[src/iwr_pkg.sv]
// constants for the independent watchdog register block
// assumes a 10 MHz system clock and a low-speed oscillator modelled as an enable
package iwr_pkg;

  localparam int unsigned CLK_HZ        = 10_000_000;
  localparam int unsigned OSC_HZ        = 32_000;
  // oscillator period rounded down to whole system cycles
  localparam int unsigned OSC_DIV       = CLK_HZ / OSC_HZ;
  // oscillator ticks between an accepted write and its arrival (limit is five)
  localparam int unsigned XFER_TICKS    = 2;

  localparam logic [31:0] OFS_KEY       = 32'h0000_0000;
  localparam logic [31:0] OFS_DIV_SEL   = 32'h0000_0004;
  localparam logic [31:0] OFS_RELOAD    = 32'h0000_0008;
  localparam logic [31:0] OFS_STATUS    = 32'h0000_000C;
  localparam logic [31:0] OFS_WINDOW    = 32'h0000_0010;

  localparam logic [15:0] KEY_UNLOCK    = 16'h5555;
  localparam logic [15:0] KEY_REFRESH   = 16'hAAAA;
  localparam logic [15:0] KEY_START     = 16'hCCCC;

  localparam logic [2:0]  RST_DIV_SEL   = 3'h0;
  localparam logic [11:0] RST_RELOAD    = 12'hFFF;
  localparam logic [11:0] RST_WINDOW    = 12'hFFF;
  localparam logic [11:0] RST_COUNTER   = 12'hFFF;
  localparam logic [2:0]  DIV_SEL_MAX   = 3'h6;
  localparam logic [7:0]  DIV_BASE      = 8'h04;

  // status bit positions
  localparam int unsigned ST_DIV        = 0;
  localparam int unsigned ST_RELOAD     = 1;
  localparam int unsigned ST_WINDOW     = 2;

  localparam logic [1:0]  RESP_OKAY     = 2'b00;
  localparam logic [1:0]  RESP_SLVERR   = 2'b10;

endpackage

[src/iwr_top.sv]
// independent watchdog: registers, oscillator-domain copies and downcounter
// assumes an AXI4-Lite master, synchronous inputs and a single system clock
//
// Design decision made here: the AXI4-Lite interface to the registers.
module iwr_top
  import iwr_pkg::*;
#(
  parameter bit WINDOW_OPT = 1'b1          // build option for the window feature
) (
  input  wire logic        clk_i,          // system clock
  input  wire logic        resetn_i,       // async reset, active low
  input  wire logic        standby_i,      // standby entry, level
  input  wire logic [31:0] awaddr_i,       // write address
  input  wire logic        awvalid_i,      // write address valid
  output logic             awready_o,      // write address ready
  input  wire logic [31:0] wdata_i,        // write data
  input  wire logic [3:0]  wstrb_i,        // write byte strobes
  input  wire logic        wvalid_i,       // write data valid
  output logic             wready_o,       // write data ready
  output logic [1:0]       bresp_o,        // write response
  output logic             bvalid_o,       // write response valid
  input  wire logic        bready_i,       // write response ready
  input  wire logic [31:0] araddr_i,       // read address
  input  wire logic        arvalid_i,      // read address valid
  output logic             arready_o,      // read address ready
  output logic [31:0]      rdata_o,        // read data
  output logic [1:0]       rresp_o,        // read response
  output logic             rvalid_o,       // read data valid
  input  wire logic        rready_i,       // read data ready
  output logic             wdog_reset_o    // watchdog reset request, sticky
);

  ////////////////////////////////////////////////////////////////////////////
  // bus slave

  logic        awready_q, wready_q, bvalid_q, arready_q, rvalid_q;
  logic        aw_held_q, w_held_q;
  logic [31:0] awaddr_q, wdata_q, rdata_q;
  logic [3:0]  wstrb_q;
  logic [1:0]  bresp_q, rresp_q;
  logic        wr_fire;

  assign wr_fire = aw_held_q && w_held_q && !bvalid_q;

  always_ff @(posedge clk_i or negedge resetn_i) begin
    if (!resetn_i) begin
      aw_held_q <= 1'b0;
      awready_q <= 1'b0;
      awaddr_q  <= 32'h0000_0000;
    end else begin
      awready_q <= !aw_held_q && !(awvalid_i && awready_q);
      if (awvalid_i && awready_q) begin
        aw_held_q <= 1'b1;
        awaddr_q  <= awaddr_i;
      end else if (wr_fire) begin
        aw_held_q <= 1'b0;
      end
    end
  end

  always_ff @(posedge clk_i or negedge resetn_i) begin
    if (!resetn_i) begin
      w_held_q <= 1'b0;
      wready_q <= 1'b0;
      wdata_q  <= 32'h0000_0000;
      wstrb_q  <= 4'h0;
    end else begin
      wready_q <= !w_held_q && !(wvalid_i && wready_q);
      if (wvalid_i && wready_q) begin
        w_held_q <= 1'b1;
        wdata_q  <= wdata_i;
        wstrb_q  <= wstrb_i;
      end else if (wr_fire) begin
        w_held_q <= 1'b0;
      end
    end
  end

  // unmapped addresses answer slave error; the status register is read-only
  logic wr_mapped;
  assign wr_mapped = (awaddr_q == OFS_KEY) || (awaddr_q == OFS_DIV_SEL) ||
                     (awaddr_q == OFS_RELOAD) || (awaddr_q == OFS_WINDOW);

  always_ff @(posedge clk_i or negedge resetn_i) begin
    if (!resetn_i) begin
      bvalid_q <= 1'b0;
      bresp_q  <= RESP_OKAY;
    end else if (wr_fire) begin
      bvalid_q <= 1'b1;
      bresp_q  <= wr_mapped ? RESP_OKAY : RESP_SLVERR;
    end else if (bready_i) begin
      bvalid_q <= 1'b0;
    end
  end

  ////////////////////////////////////////////////////////////////////////////
  // key decode and protection

  logic        unlocked_q, running_q;
  logic        key_wr, refresh_req;
  logic [15:0] wr_lo;
  logic [2:0]  pend_q;

  assign wr_lo  = wdata_q[15:0];
  assign key_wr = wr_fire && awaddr_q == OFS_KEY && wstrb_q[1:0] == 2'b11;
  assign refresh_req = key_wr && wr_lo == KEY_REFRESH;

  always_ff @(posedge clk_i or negedge resetn_i) begin
    if (!resetn_i) begin
      unlocked_q <= 1'b0;
    end else if (standby_i) begin
      unlocked_q <= 1'b0;
    end else if (key_wr) begin
      unlocked_q <= (wr_lo == KEY_UNLOCK);
    end
  end

  always_ff @(posedge clk_i or negedge resetn_i) begin
    if (!resetn_i) begin
      running_q <= 1'b0;
    end else if (key_wr && wr_lo == KEY_START) begin
      running_q <= 1'b1;
    end
  end

  // a write lands only when unlocked and that field has no transfer in flight
  logic wr_div, wr_rel, wr_win;
  assign wr_div = wr_fire && unlocked_q && awaddr_q == OFS_DIV_SEL
                  && wstrb_q[0] && !pend_q[ST_DIV];
  assign wr_rel = wr_fire && unlocked_q && awaddr_q == OFS_RELOAD
                  && wstrb_q[1:0] != 2'b00 && !pend_q[ST_RELOAD];
  assign wr_win = WINDOW_OPT && wr_fire && unlocked_q && awaddr_q == OFS_WINDOW
                  && wstrb_q[1:0] != 2'b00 && !pend_q[ST_WINDOW];

  ////////////////////////////////////////////////////////////////////////////
  // staging values and oscillator-domain copies

  logic [2:0]  div_stage_q, div_copy_q;
  logic [11:0] rel_stage_q, rel_copy_q, win_stage_q, win_copy_q;
  logic [11:0] rel_merge, win_merge;

  assign rel_merge = {wstrb_q[1] ? wdata_q[11:8] : rel_stage_q[11:8],
                      wstrb_q[0] ? wdata_q[7:0]  : rel_stage_q[7:0]};
  assign win_merge = {wstrb_q[1] ? wdata_q[11:8] : win_stage_q[11:8],
                      wstrb_q[0] ? wdata_q[7:0]  : win_stage_q[7:0]};

  logic        osc_tick_q;
  logic [15:0] osc_cnt_q;
  logic [1:0]  xfer_cnt_q [3];
  logic [2:0]  land;
  logic [2:0]  wr_acc;

  assign wr_acc = {wr_win, wr_rel, wr_div};

  // low-speed oscillator modelled as a one-cycle enable
  always_ff @(posedge clk_i or negedge resetn_i) begin
    if (!resetn_i) begin
      osc_cnt_q  <= 16'h0000;
      osc_tick_q <= 1'b0;
    end else begin
      osc_tick_q <= (osc_cnt_q == 16'(OSC_DIV - 1));
      osc_cnt_q  <= (osc_cnt_q == 16'(OSC_DIV - 1)) ? 16'h0000 : osc_cnt_q + 16'h0001;
    end
  end

  // pending flags: set by the write, cleared on the oscillator tick that lands it
  always_ff @(posedge clk_i or negedge resetn_i) begin
    if (!resetn_i) begin
      pend_q     <= 3'b000;
      xfer_cnt_q <= '{default: 2'b00};
    end else begin
      for (int i = 0; i < 3; i++) begin
        if (wr_acc[i]) begin
          pend_q[i]     <= 1'b1;
          xfer_cnt_q[i] <= 2'b00;
        end else if (pend_q[i] && osc_tick_q) begin
          xfer_cnt_q[i] <= xfer_cnt_q[i] + 2'b01;
          if (land[i]) begin
            pend_q[i] <= 1'b0;
          end
        end
      end
    end
  end

  always_comb begin
    for (int i = 0; i < 3; i++) begin
      land[i] = pend_q[i] && osc_tick_q && xfer_cnt_q[i] == 2'(XFER_TICKS - 1);
    end
  end

  always_ff @(posedge clk_i or negedge resetn_i) begin
    if (!resetn_i) begin
      div_stage_q <= RST_DIV_SEL;
      div_copy_q  <= RST_DIV_SEL;
    end else begin
      if (wr_div) begin
        div_stage_q <= wdata_q[2:0];
      end
      if (land[ST_DIV]) begin
        div_copy_q <= div_stage_q;
      end
    end
  end

  // standby returns reload and window to their reset values, status survives
  always_ff @(posedge clk_i or negedge resetn_i) begin
    if (!resetn_i) begin
      rel_stage_q <= RST_RELOAD;
      rel_copy_q  <= RST_RELOAD;
      win_stage_q <= RST_WINDOW;
      win_copy_q  <= RST_WINDOW;
    end else if (standby_i) begin
      rel_stage_q <= RST_RELOAD;
      rel_copy_q  <= RST_RELOAD;
      win_stage_q <= RST_WINDOW;
      win_copy_q  <= RST_WINDOW;
    end else begin
      if (wr_rel) begin
        rel_stage_q <= rel_merge;
      end
      if (land[ST_RELOAD]) begin
        rel_copy_q <= rel_stage_q;
      end
      if (wr_win) begin
        win_stage_q <= win_merge;
      end
      if (land[ST_WINDOW]) begin
        win_copy_q <= win_stage_q;
      end
    end
  end

  ////////////////////////////////////////////////////////////////////////////
  // prescaler and downcounter

  logic [7:0]  pre_cnt_q, pre_ratio;
  logic [11:0] count_q;
  logic        refresh_pend_q, step;

  assign pre_ratio = DIV_BASE << ((div_copy_q > DIV_SEL_MAX) ? DIV_SEL_MAX : div_copy_q);
  assign step      = osc_tick_q && pre_cnt_q == pre_ratio - 8'h01;

  // refresh held until the next oscillator tick, where the counter lives
  always_ff @(posedge clk_i or negedge resetn_i) begin
    if (!resetn_i) begin
      refresh_pend_q <= 1'b0;
    end else if (refresh_req) begin
      refresh_pend_q <= 1'b1;
    end else if (osc_tick_q) begin
      refresh_pend_q <= 1'b0;
    end
  end

  always_ff @(posedge clk_i or negedge resetn_i) begin
    if (!resetn_i) begin
      pre_cnt_q <= 8'h00;
      count_q   <= RST_COUNTER;
    end else if (running_q && osc_tick_q) begin
      if (refresh_pend_q || land[ST_WINDOW]) begin
        count_q   <= rel_copy_q;
        pre_cnt_q <= 8'h00;
      end else if (step) begin
        pre_cnt_q <= 8'h00;
        if (count_q != 12'h000) begin
          count_q <= count_q - 12'h001;
        end
      end else begin
        pre_cnt_q <= pre_cnt_q + 8'h01;
      end
    end
  end

  // refresh outside the window or reaching zero ends in a watchdog reset
  always_ff @(posedge clk_i or negedge resetn_i) begin
    if (!resetn_i) begin
      wdog_reset_o <= 1'b0;
    end else if (running_q) begin
      if (count_q == 12'h000) begin
        wdog_reset_o <= 1'b1;
      end
      if (osc_tick_q && refresh_pend_q && count_q > win_copy_q) begin
        wdog_reset_o <= 1'b1;
      end
    end
  end

  ////////////////////////////////////////////////////////////////////////////
  // read path

  always_ff @(posedge clk_i or negedge resetn_i) begin
    if (!resetn_i) begin
      arready_q <= 1'b0;
      rvalid_q  <= 1'b0;
      rdata_q   <= 32'h0000_0000;
      rresp_q   <= RESP_OKAY;
    end else begin
      arready_q <= !rvalid_q && !(arvalid_i && arready_q);
      if (arvalid_i && arready_q) begin
        rvalid_q <= 1'b1;
        rresp_q  <= RESP_OKAY;
        unique case (araddr_i)
          OFS_KEY:     rdata_q <= 32'h0000_0000;
          OFS_DIV_SEL: rdata_q <= {29'h0, div_copy_q};
          OFS_RELOAD:  rdata_q <= {20'h0, rel_copy_q};
          OFS_STATUS:  rdata_q <= {29'h0, pend_q[2] & WINDOW_OPT, pend_q[1:0]};
          OFS_WINDOW:  rdata_q <= {20'h0, win_copy_q};
          default: begin
            rdata_q <= 32'h0000_0000;
            rresp_q <= RESP_SLVERR;
          end
        endcase
      end else if (rready_i) begin
        rvalid_q <= 1'b0;
      end
    end
  end

  assign awready_o = awready_q;
  assign wready_o  = wready_q;
  assign bvalid_o  = bvalid_q;
  assign bresp_o   = bresp_q;
  assign arready_o = arready_q;
  assign rvalid_o  = rvalid_q;
  assign rdata_o   = rdata_q;
  assign rresp_o   = rresp_q;

  ////////////////////////////////////////////////////////////////////////////
  // assertions

  logic [15:0] pend_age_q;
  always_ff @(posedge clk_i or negedge resetn_i) begin
    if (!resetn_i) begin
      pend_age_q <= 16'h0000;
    end else begin
      pend_age_q <= pend_q[ST_RELOAD] ? pend_age_q + 16'h0001 : 16'h0000;
    end
  end

  a_div_locked: assert property (@(posedge clk_i) disable iff (!resetn_i)
    (wr_fire && awaddr_q == OFS_DIV_SEL && !unlocked_q) |=> $stable(div_stage_q))
    else $error("divider staged while locked");
  a_div_pending: assert property (@(posedge clk_i) disable iff (!resetn_i)
    (pend_q[ST_DIV] && !land[ST_DIV]) |=> $stable(div_stage_q) && pend_q[ST_DIV])
    else $error("divider changed during transfer");
  a_pend_set: assert property (@(posedge clk_i) disable iff (!resetn_i)
    wr_rel |=> pend_q[ST_RELOAD])
    else $error("reload pending not set");
  a_reload_bound: assert property (@(posedge clk_i) disable iff (!resetn_i)
    pend_age_q <= 16'(5 * OSC_DIV))
    else $error("reload transfer too long");
  a_reload_lands: assert property (@(posedge clk_i) disable iff (!resetn_i || standby_i)
    $fell(pend_q[ST_RELOAD]) |-> rel_copy_q == rel_stage_q)
    else $error("reload copy not landed");
  a_win_option: assert property (@(posedge clk_i) disable iff (!resetn_i)
    !WINDOW_OPT |-> !pend_q[ST_WINDOW])
    else $error("window pending without option");
  a_refresh_load: assert property (@(posedge clk_i) disable iff (!resetn_i)
    (running_q && osc_tick_q && refresh_pend_q && !standby_i) |=> count_q == $past(rel_copy_q))
    else $error("refresh did not reload");
  a_zero_reset: assert property (@(posedge clk_i) disable iff (!resetn_i)
    (running_q && count_q == 12'h000) |=> wdog_reset_o)
    else $error("no reset at zero");
  // a transfer may still land during standby; only a landing may drop a flag
  a_standby_vals: assert property (@(posedge clk_i) disable iff (!resetn_i)
    standby_i |=> rel_copy_q == RST_RELOAD && win_copy_q == RST_WINDOW
                  && ($past(pend_q) & ~pend_q & ~$past(land)) == 3'b000)
    else $error("standby values wrong");
  a_early_reset: assert property (@(posedge clk_i) disable iff (!resetn_i)
    (running_q && osc_tick_q && refresh_pend_q && count_q > win_copy_q) |=> wdog_reset_o)
    else $error("early refresh not caught");

endmodule

[config.mk]
export PLATFORM = sky130hd
export DESIGN_NAME = iwr_top
export DESIGN_NICKNAME = d
export VERILOG_FILES = /design/src/iwr_pkg.sv /design/src/iwr_top.sv
export SDC_FILE = /design/constraint.sdc
export NUM_CORES = 1
export LEC_CHECK = 0
export BUFFER_PORTS_ARGS = -buffer_cell sky130_fd_sc_hd__buf_2
export CAP_MARGIN = 20
export CELL_PAD_IN_SITES_DETAIL_PLACEMENT = 1
export CELL_PAD_IN_SITES_GLOBAL_PLACEMENT = 1
export CORE_MARGIN = 10
export CORE_UTILIZATION = 46
export CTS_CLUSTER_SIZE = 25
export DETAILED_ROUTE_END_ITERATION = 8
export HOLD_SLACK_MARGIN = 0.05
export PLACE_DENSITY_LB_ADDON = 0.1
export SLEW_MARGIN = 20
export SYNTH_ARGS = -nofsm -noshare
export SYNTH_HDL_FRONTEND = slang
export SYNTH_SLANG_ARGS = --single-unit
export TNS_END_PERCENT = 30
[constraint.sdc]
create_clock -name clk_i -period 3.85 [get_ports clk_i]
set_clock_uncertainty 0.2 [all_clocks]
set_input_delay 0.1925 -clock clk_i [delete_from_list [all_inputs] [get_ports clk_i]]
set_output_delay 0.1925 -clock clk_i [all_outputs]
set_load 0.1 [all_outputs]
==> flow_summary.json <==
{
  "ys_warn_count": 0,
  "cp_data_arrival_time_ns": 3.09,
  "groute.usage.overall_pct": 21.1,
  "grt.overflow.total": 0,
  "yosysUniqueCellTypes": 67,
  "power.density_mw_per_mm2": 512,
  "cts_buffer_depth": 2,
  "hold_class": "input port to flip-flop",
  "whs_path_depth": 5,
  "die_area_sq_mm": 0.0243,
  "ff2ff_setup_slack_ns": 0.92,
  "crit_family": "simple AND/OR/NAND/NOR gates",
  "pin_count": 150,
  "synth.most_common_cell": "dfrtp_1",
  "critPathKind": "flip-flop to flip-flop",
  "num_rows": 49,
  "synth_edf_count": 0,
  "rsz0062_at_grt": "false",
  "critical_path_buf_inv_count": 1,
  "yosys_most_used_dff": "dfrtp_1",
  "clk_pin_slew_ns": 0.07,
  "r2r-end": "count_q[10]",
  "netlist_area_sq_mm": 0.00851,
  "wl_per_cell_um": 21.1,
  "nets": 1086,
  "gp_congestion": 0.822,
  "syn_avg_cell_area_sq_um": 10.6,
  "fillers": 1967,
  "root_buffer": "clkbuf_16",
  "start_util_pct": 47.1,
  "path_max_fanout": 14,
  "yosysTopAreaCell": "dfrtp_1",
  "startpoint_type": "flip-flop",
  "io_buffer_count": 109,
  "required_ns": 4.00,
  "die_h_um": 156,
  "reg2reg_depth": 8,
  "final_util_pct": 57.5,
  "yosysTopAreaCellShare_pct": 33.8,
  "slowest_delay_ns": 0.60,
  "vias": 6796,
  "hold_viol_final": 0,
  "ys_top_cells_by_area": "dfrtp_1 (34%), dfstp_2 (19%), mux2_2 (7.4%)",
  "cts_htree_levels": 4,
  "end_kind": "flip-flop",
  "clkLatencyLatePin_ns": 0.44,
  "yosysSeqAreaShare_pct": 52.3,
  "core_sq_mm": 0.0181,
  "drc": 0,
  "ir_worst_vdd_mv": 0.670,
  "worstHoldStart": "araddr_i[2]",
  "fin_area_sq_mm": 0.0104,
  "place_area_sq_mm": 0.00917,
  "slew_violations": 0,
  "hpwl_um": 17400,
  "r2r-start": "count_q[0]",
  "antenna_cells": 0,
  "multi_input_area_sq_mm": 0.00371,
  "post-route-period-util_pct": 76.2,
  "maxCapViolCount": 0,
  "async_flop_share_pct": 100,
  "viasPerCell": 5.65,
  "outcome": "finished, final reports clean",
  "slew_headroom_pct": 32.4,
  "drtIter0Drc": 421,
  "area.growth.synth_to_final_pct": 22.2,
  "holdWs_ns": 0.139,
  "worst_pin_slew_ns": 1.01,
  "seqCellArea_sq_mm": 0.00445,
  "antenna_found_initial": 0,
  "drtPass1Iterations": 6,
  "finalWirelength_um": 25300,
  "grt_pass1_wl_um": 41200,
  "finalSetupViolCount": 0,
  "setup_tns_ns": 0,
  "max_freq_mhz": 341,
  "grt_pass1_vias": 7592,
  "worstPathCellList": "inv_1 > ha_1 > nand2b_1 > nor4_1 > a21oi_1 > nand3_1 > or4_1 > o211ai_1",
  "syn_inst": 800,
  "drtAntennaViolNets": 0,
  "cts_tree": "built",
  "numCtsBuffers": 17,
  "clock-sinks": 175,
  "crit_slowest_cell": "or4_1",
  "final.min_clock_period_ns": 2.93,
  "fp.dieW_um": 156,
  "grt_max_degree": 111,
  "holdPathEnd": "rdata_o[0]",
  "ys_ff_latch": 175,
  "synth_top_cells_by_count": "dfrtp_1 (115), nand2_1 (93), dfstp_2 (60)",
  "cts_resized": 0,
  "p_leak_nw": 4.73,
  "drive_above_1_share_pct": 29.2
}
power by group:
group | total [W] | switching [W] | internal (W)
clock | 0.00177 | 0.000824 | 0.000945
sequential | 0.00249 | 0.000340 | 0.00215
combinational | 0.00107 | 0.000630 | 0.000437
total | 0.00533 | 0.00179 | 0.00353
stage by stage:
stage | setup WS (ns) | power (W) | std cells
after floorplan | 0.993 | 0.00318 | 821
after global placement | 0.972 | 0.00342 | 1110
after detailed placement | 0.909 | 0.00350 | 1110
after CTS | 0.937 | 0.00532 | 1200
after global routing | 0.816 | 0.00554 | 1202
final | 0.915 | 0.00533 | 1202
placed cells by master (no fill, tap or decap), types with 18 or more instances in the layout:
cell type | Yosys | final
dlygate4sd3_1 | 0 | 59
nand3_1 | 26 | 26
o21ai_0 | 31 | 31
dfrtp_1 | 115 | 115
nor4_1 | 19 | 19
nor3_1 | 21 | 21
buf_2 | 5 | 108
nor2_1 | 56 | 56
a21oi_1 | 24 | 24
ha_1 | 18 | 18
nand2_1 | 93 | 93
inv_1 | 28 | 28
dfstp_2 | 60 | 60
conb_1 | 1 | 22
mux2_2 | 56 | 56
worst min-delay path, stage by stage:
cell and delay [ns]:
buf_2 0.13, nand2_1 0.06, nor4_1 0.07, a22oi_1 0.15
o21ai_0 0.11
routing by layer:
layer,track usage [%],vias to the layer above,share of wire [%]
met4,4.90,0,1.0
met1,25.8,3484,43
met2,37.4,138,53
met3,4.41,16,3.8
met5,0,-,0
li1,-,3158,-
sequential cells by signal (all words and copies together), names as in the netlist, 2 cells and up:
signal	cells
rel_copy_q	12
osc_cnt_q	16
rdata_o	12
rel_stage_q	12
awaddr_q	32
count_q	12
wdata_q	16
pend_q	3
wstrb_q	2
win_stage_q	12
pre_cnt_q	8
div_stage_q	3
xfer_cnt_q	6
win_copy_q	12
div_copy_q	3
layout make-up:
class / count / area share [%]
Clock inverter: 14 / 1.64
Clock buffer: 18 / 4.22
Timing Repair Buffer: 178 / 11.9
Sequential cell: 175 / 42.8
Multi-Input combinational cell: 560 / 35.6
Inverter: 28 / 1.01
Tap cell: 229 / 2.76
timing repair:
item,4_1_cts,5_1_grt
hold buffers,58,1
setup buffers,0,0
endpoints found under the hold margin,124,17
cells by family (layout without fill, tap and decap cells):
kind of cell	Yosys count	after routing	synth area share, %
buffers and inverters	86	238	5.03
other	1	22	0.0441
multiplexers	57	57	7.53
AND/OR/NAND/NOR	302	302	19.1
adder cells (fa/ha/maj)	19	19	2.76
AO/OA/AOI/OAI	139	139	11.1
XOR/XNOR	21	21	2.16
flip-flops	175	175	52.3
worst max path at each step:
stage / from / end / depth (start not counted)
detailed placement: araddr_i[17] / rdata_o[1] / 7
CTS: awaddr_q[25] / div_stage_q[1] / 5
floorplan: bvalid_o / win_stage_q[10] / 7
global placement: araddr_i[17] / rdata_o[1] / 7
global route: count_q[0] / count_q[10] / 8
finish: count_q[0] / count_q[10] / 8
No activity file was read; power rests on OpenSTA's default activity.
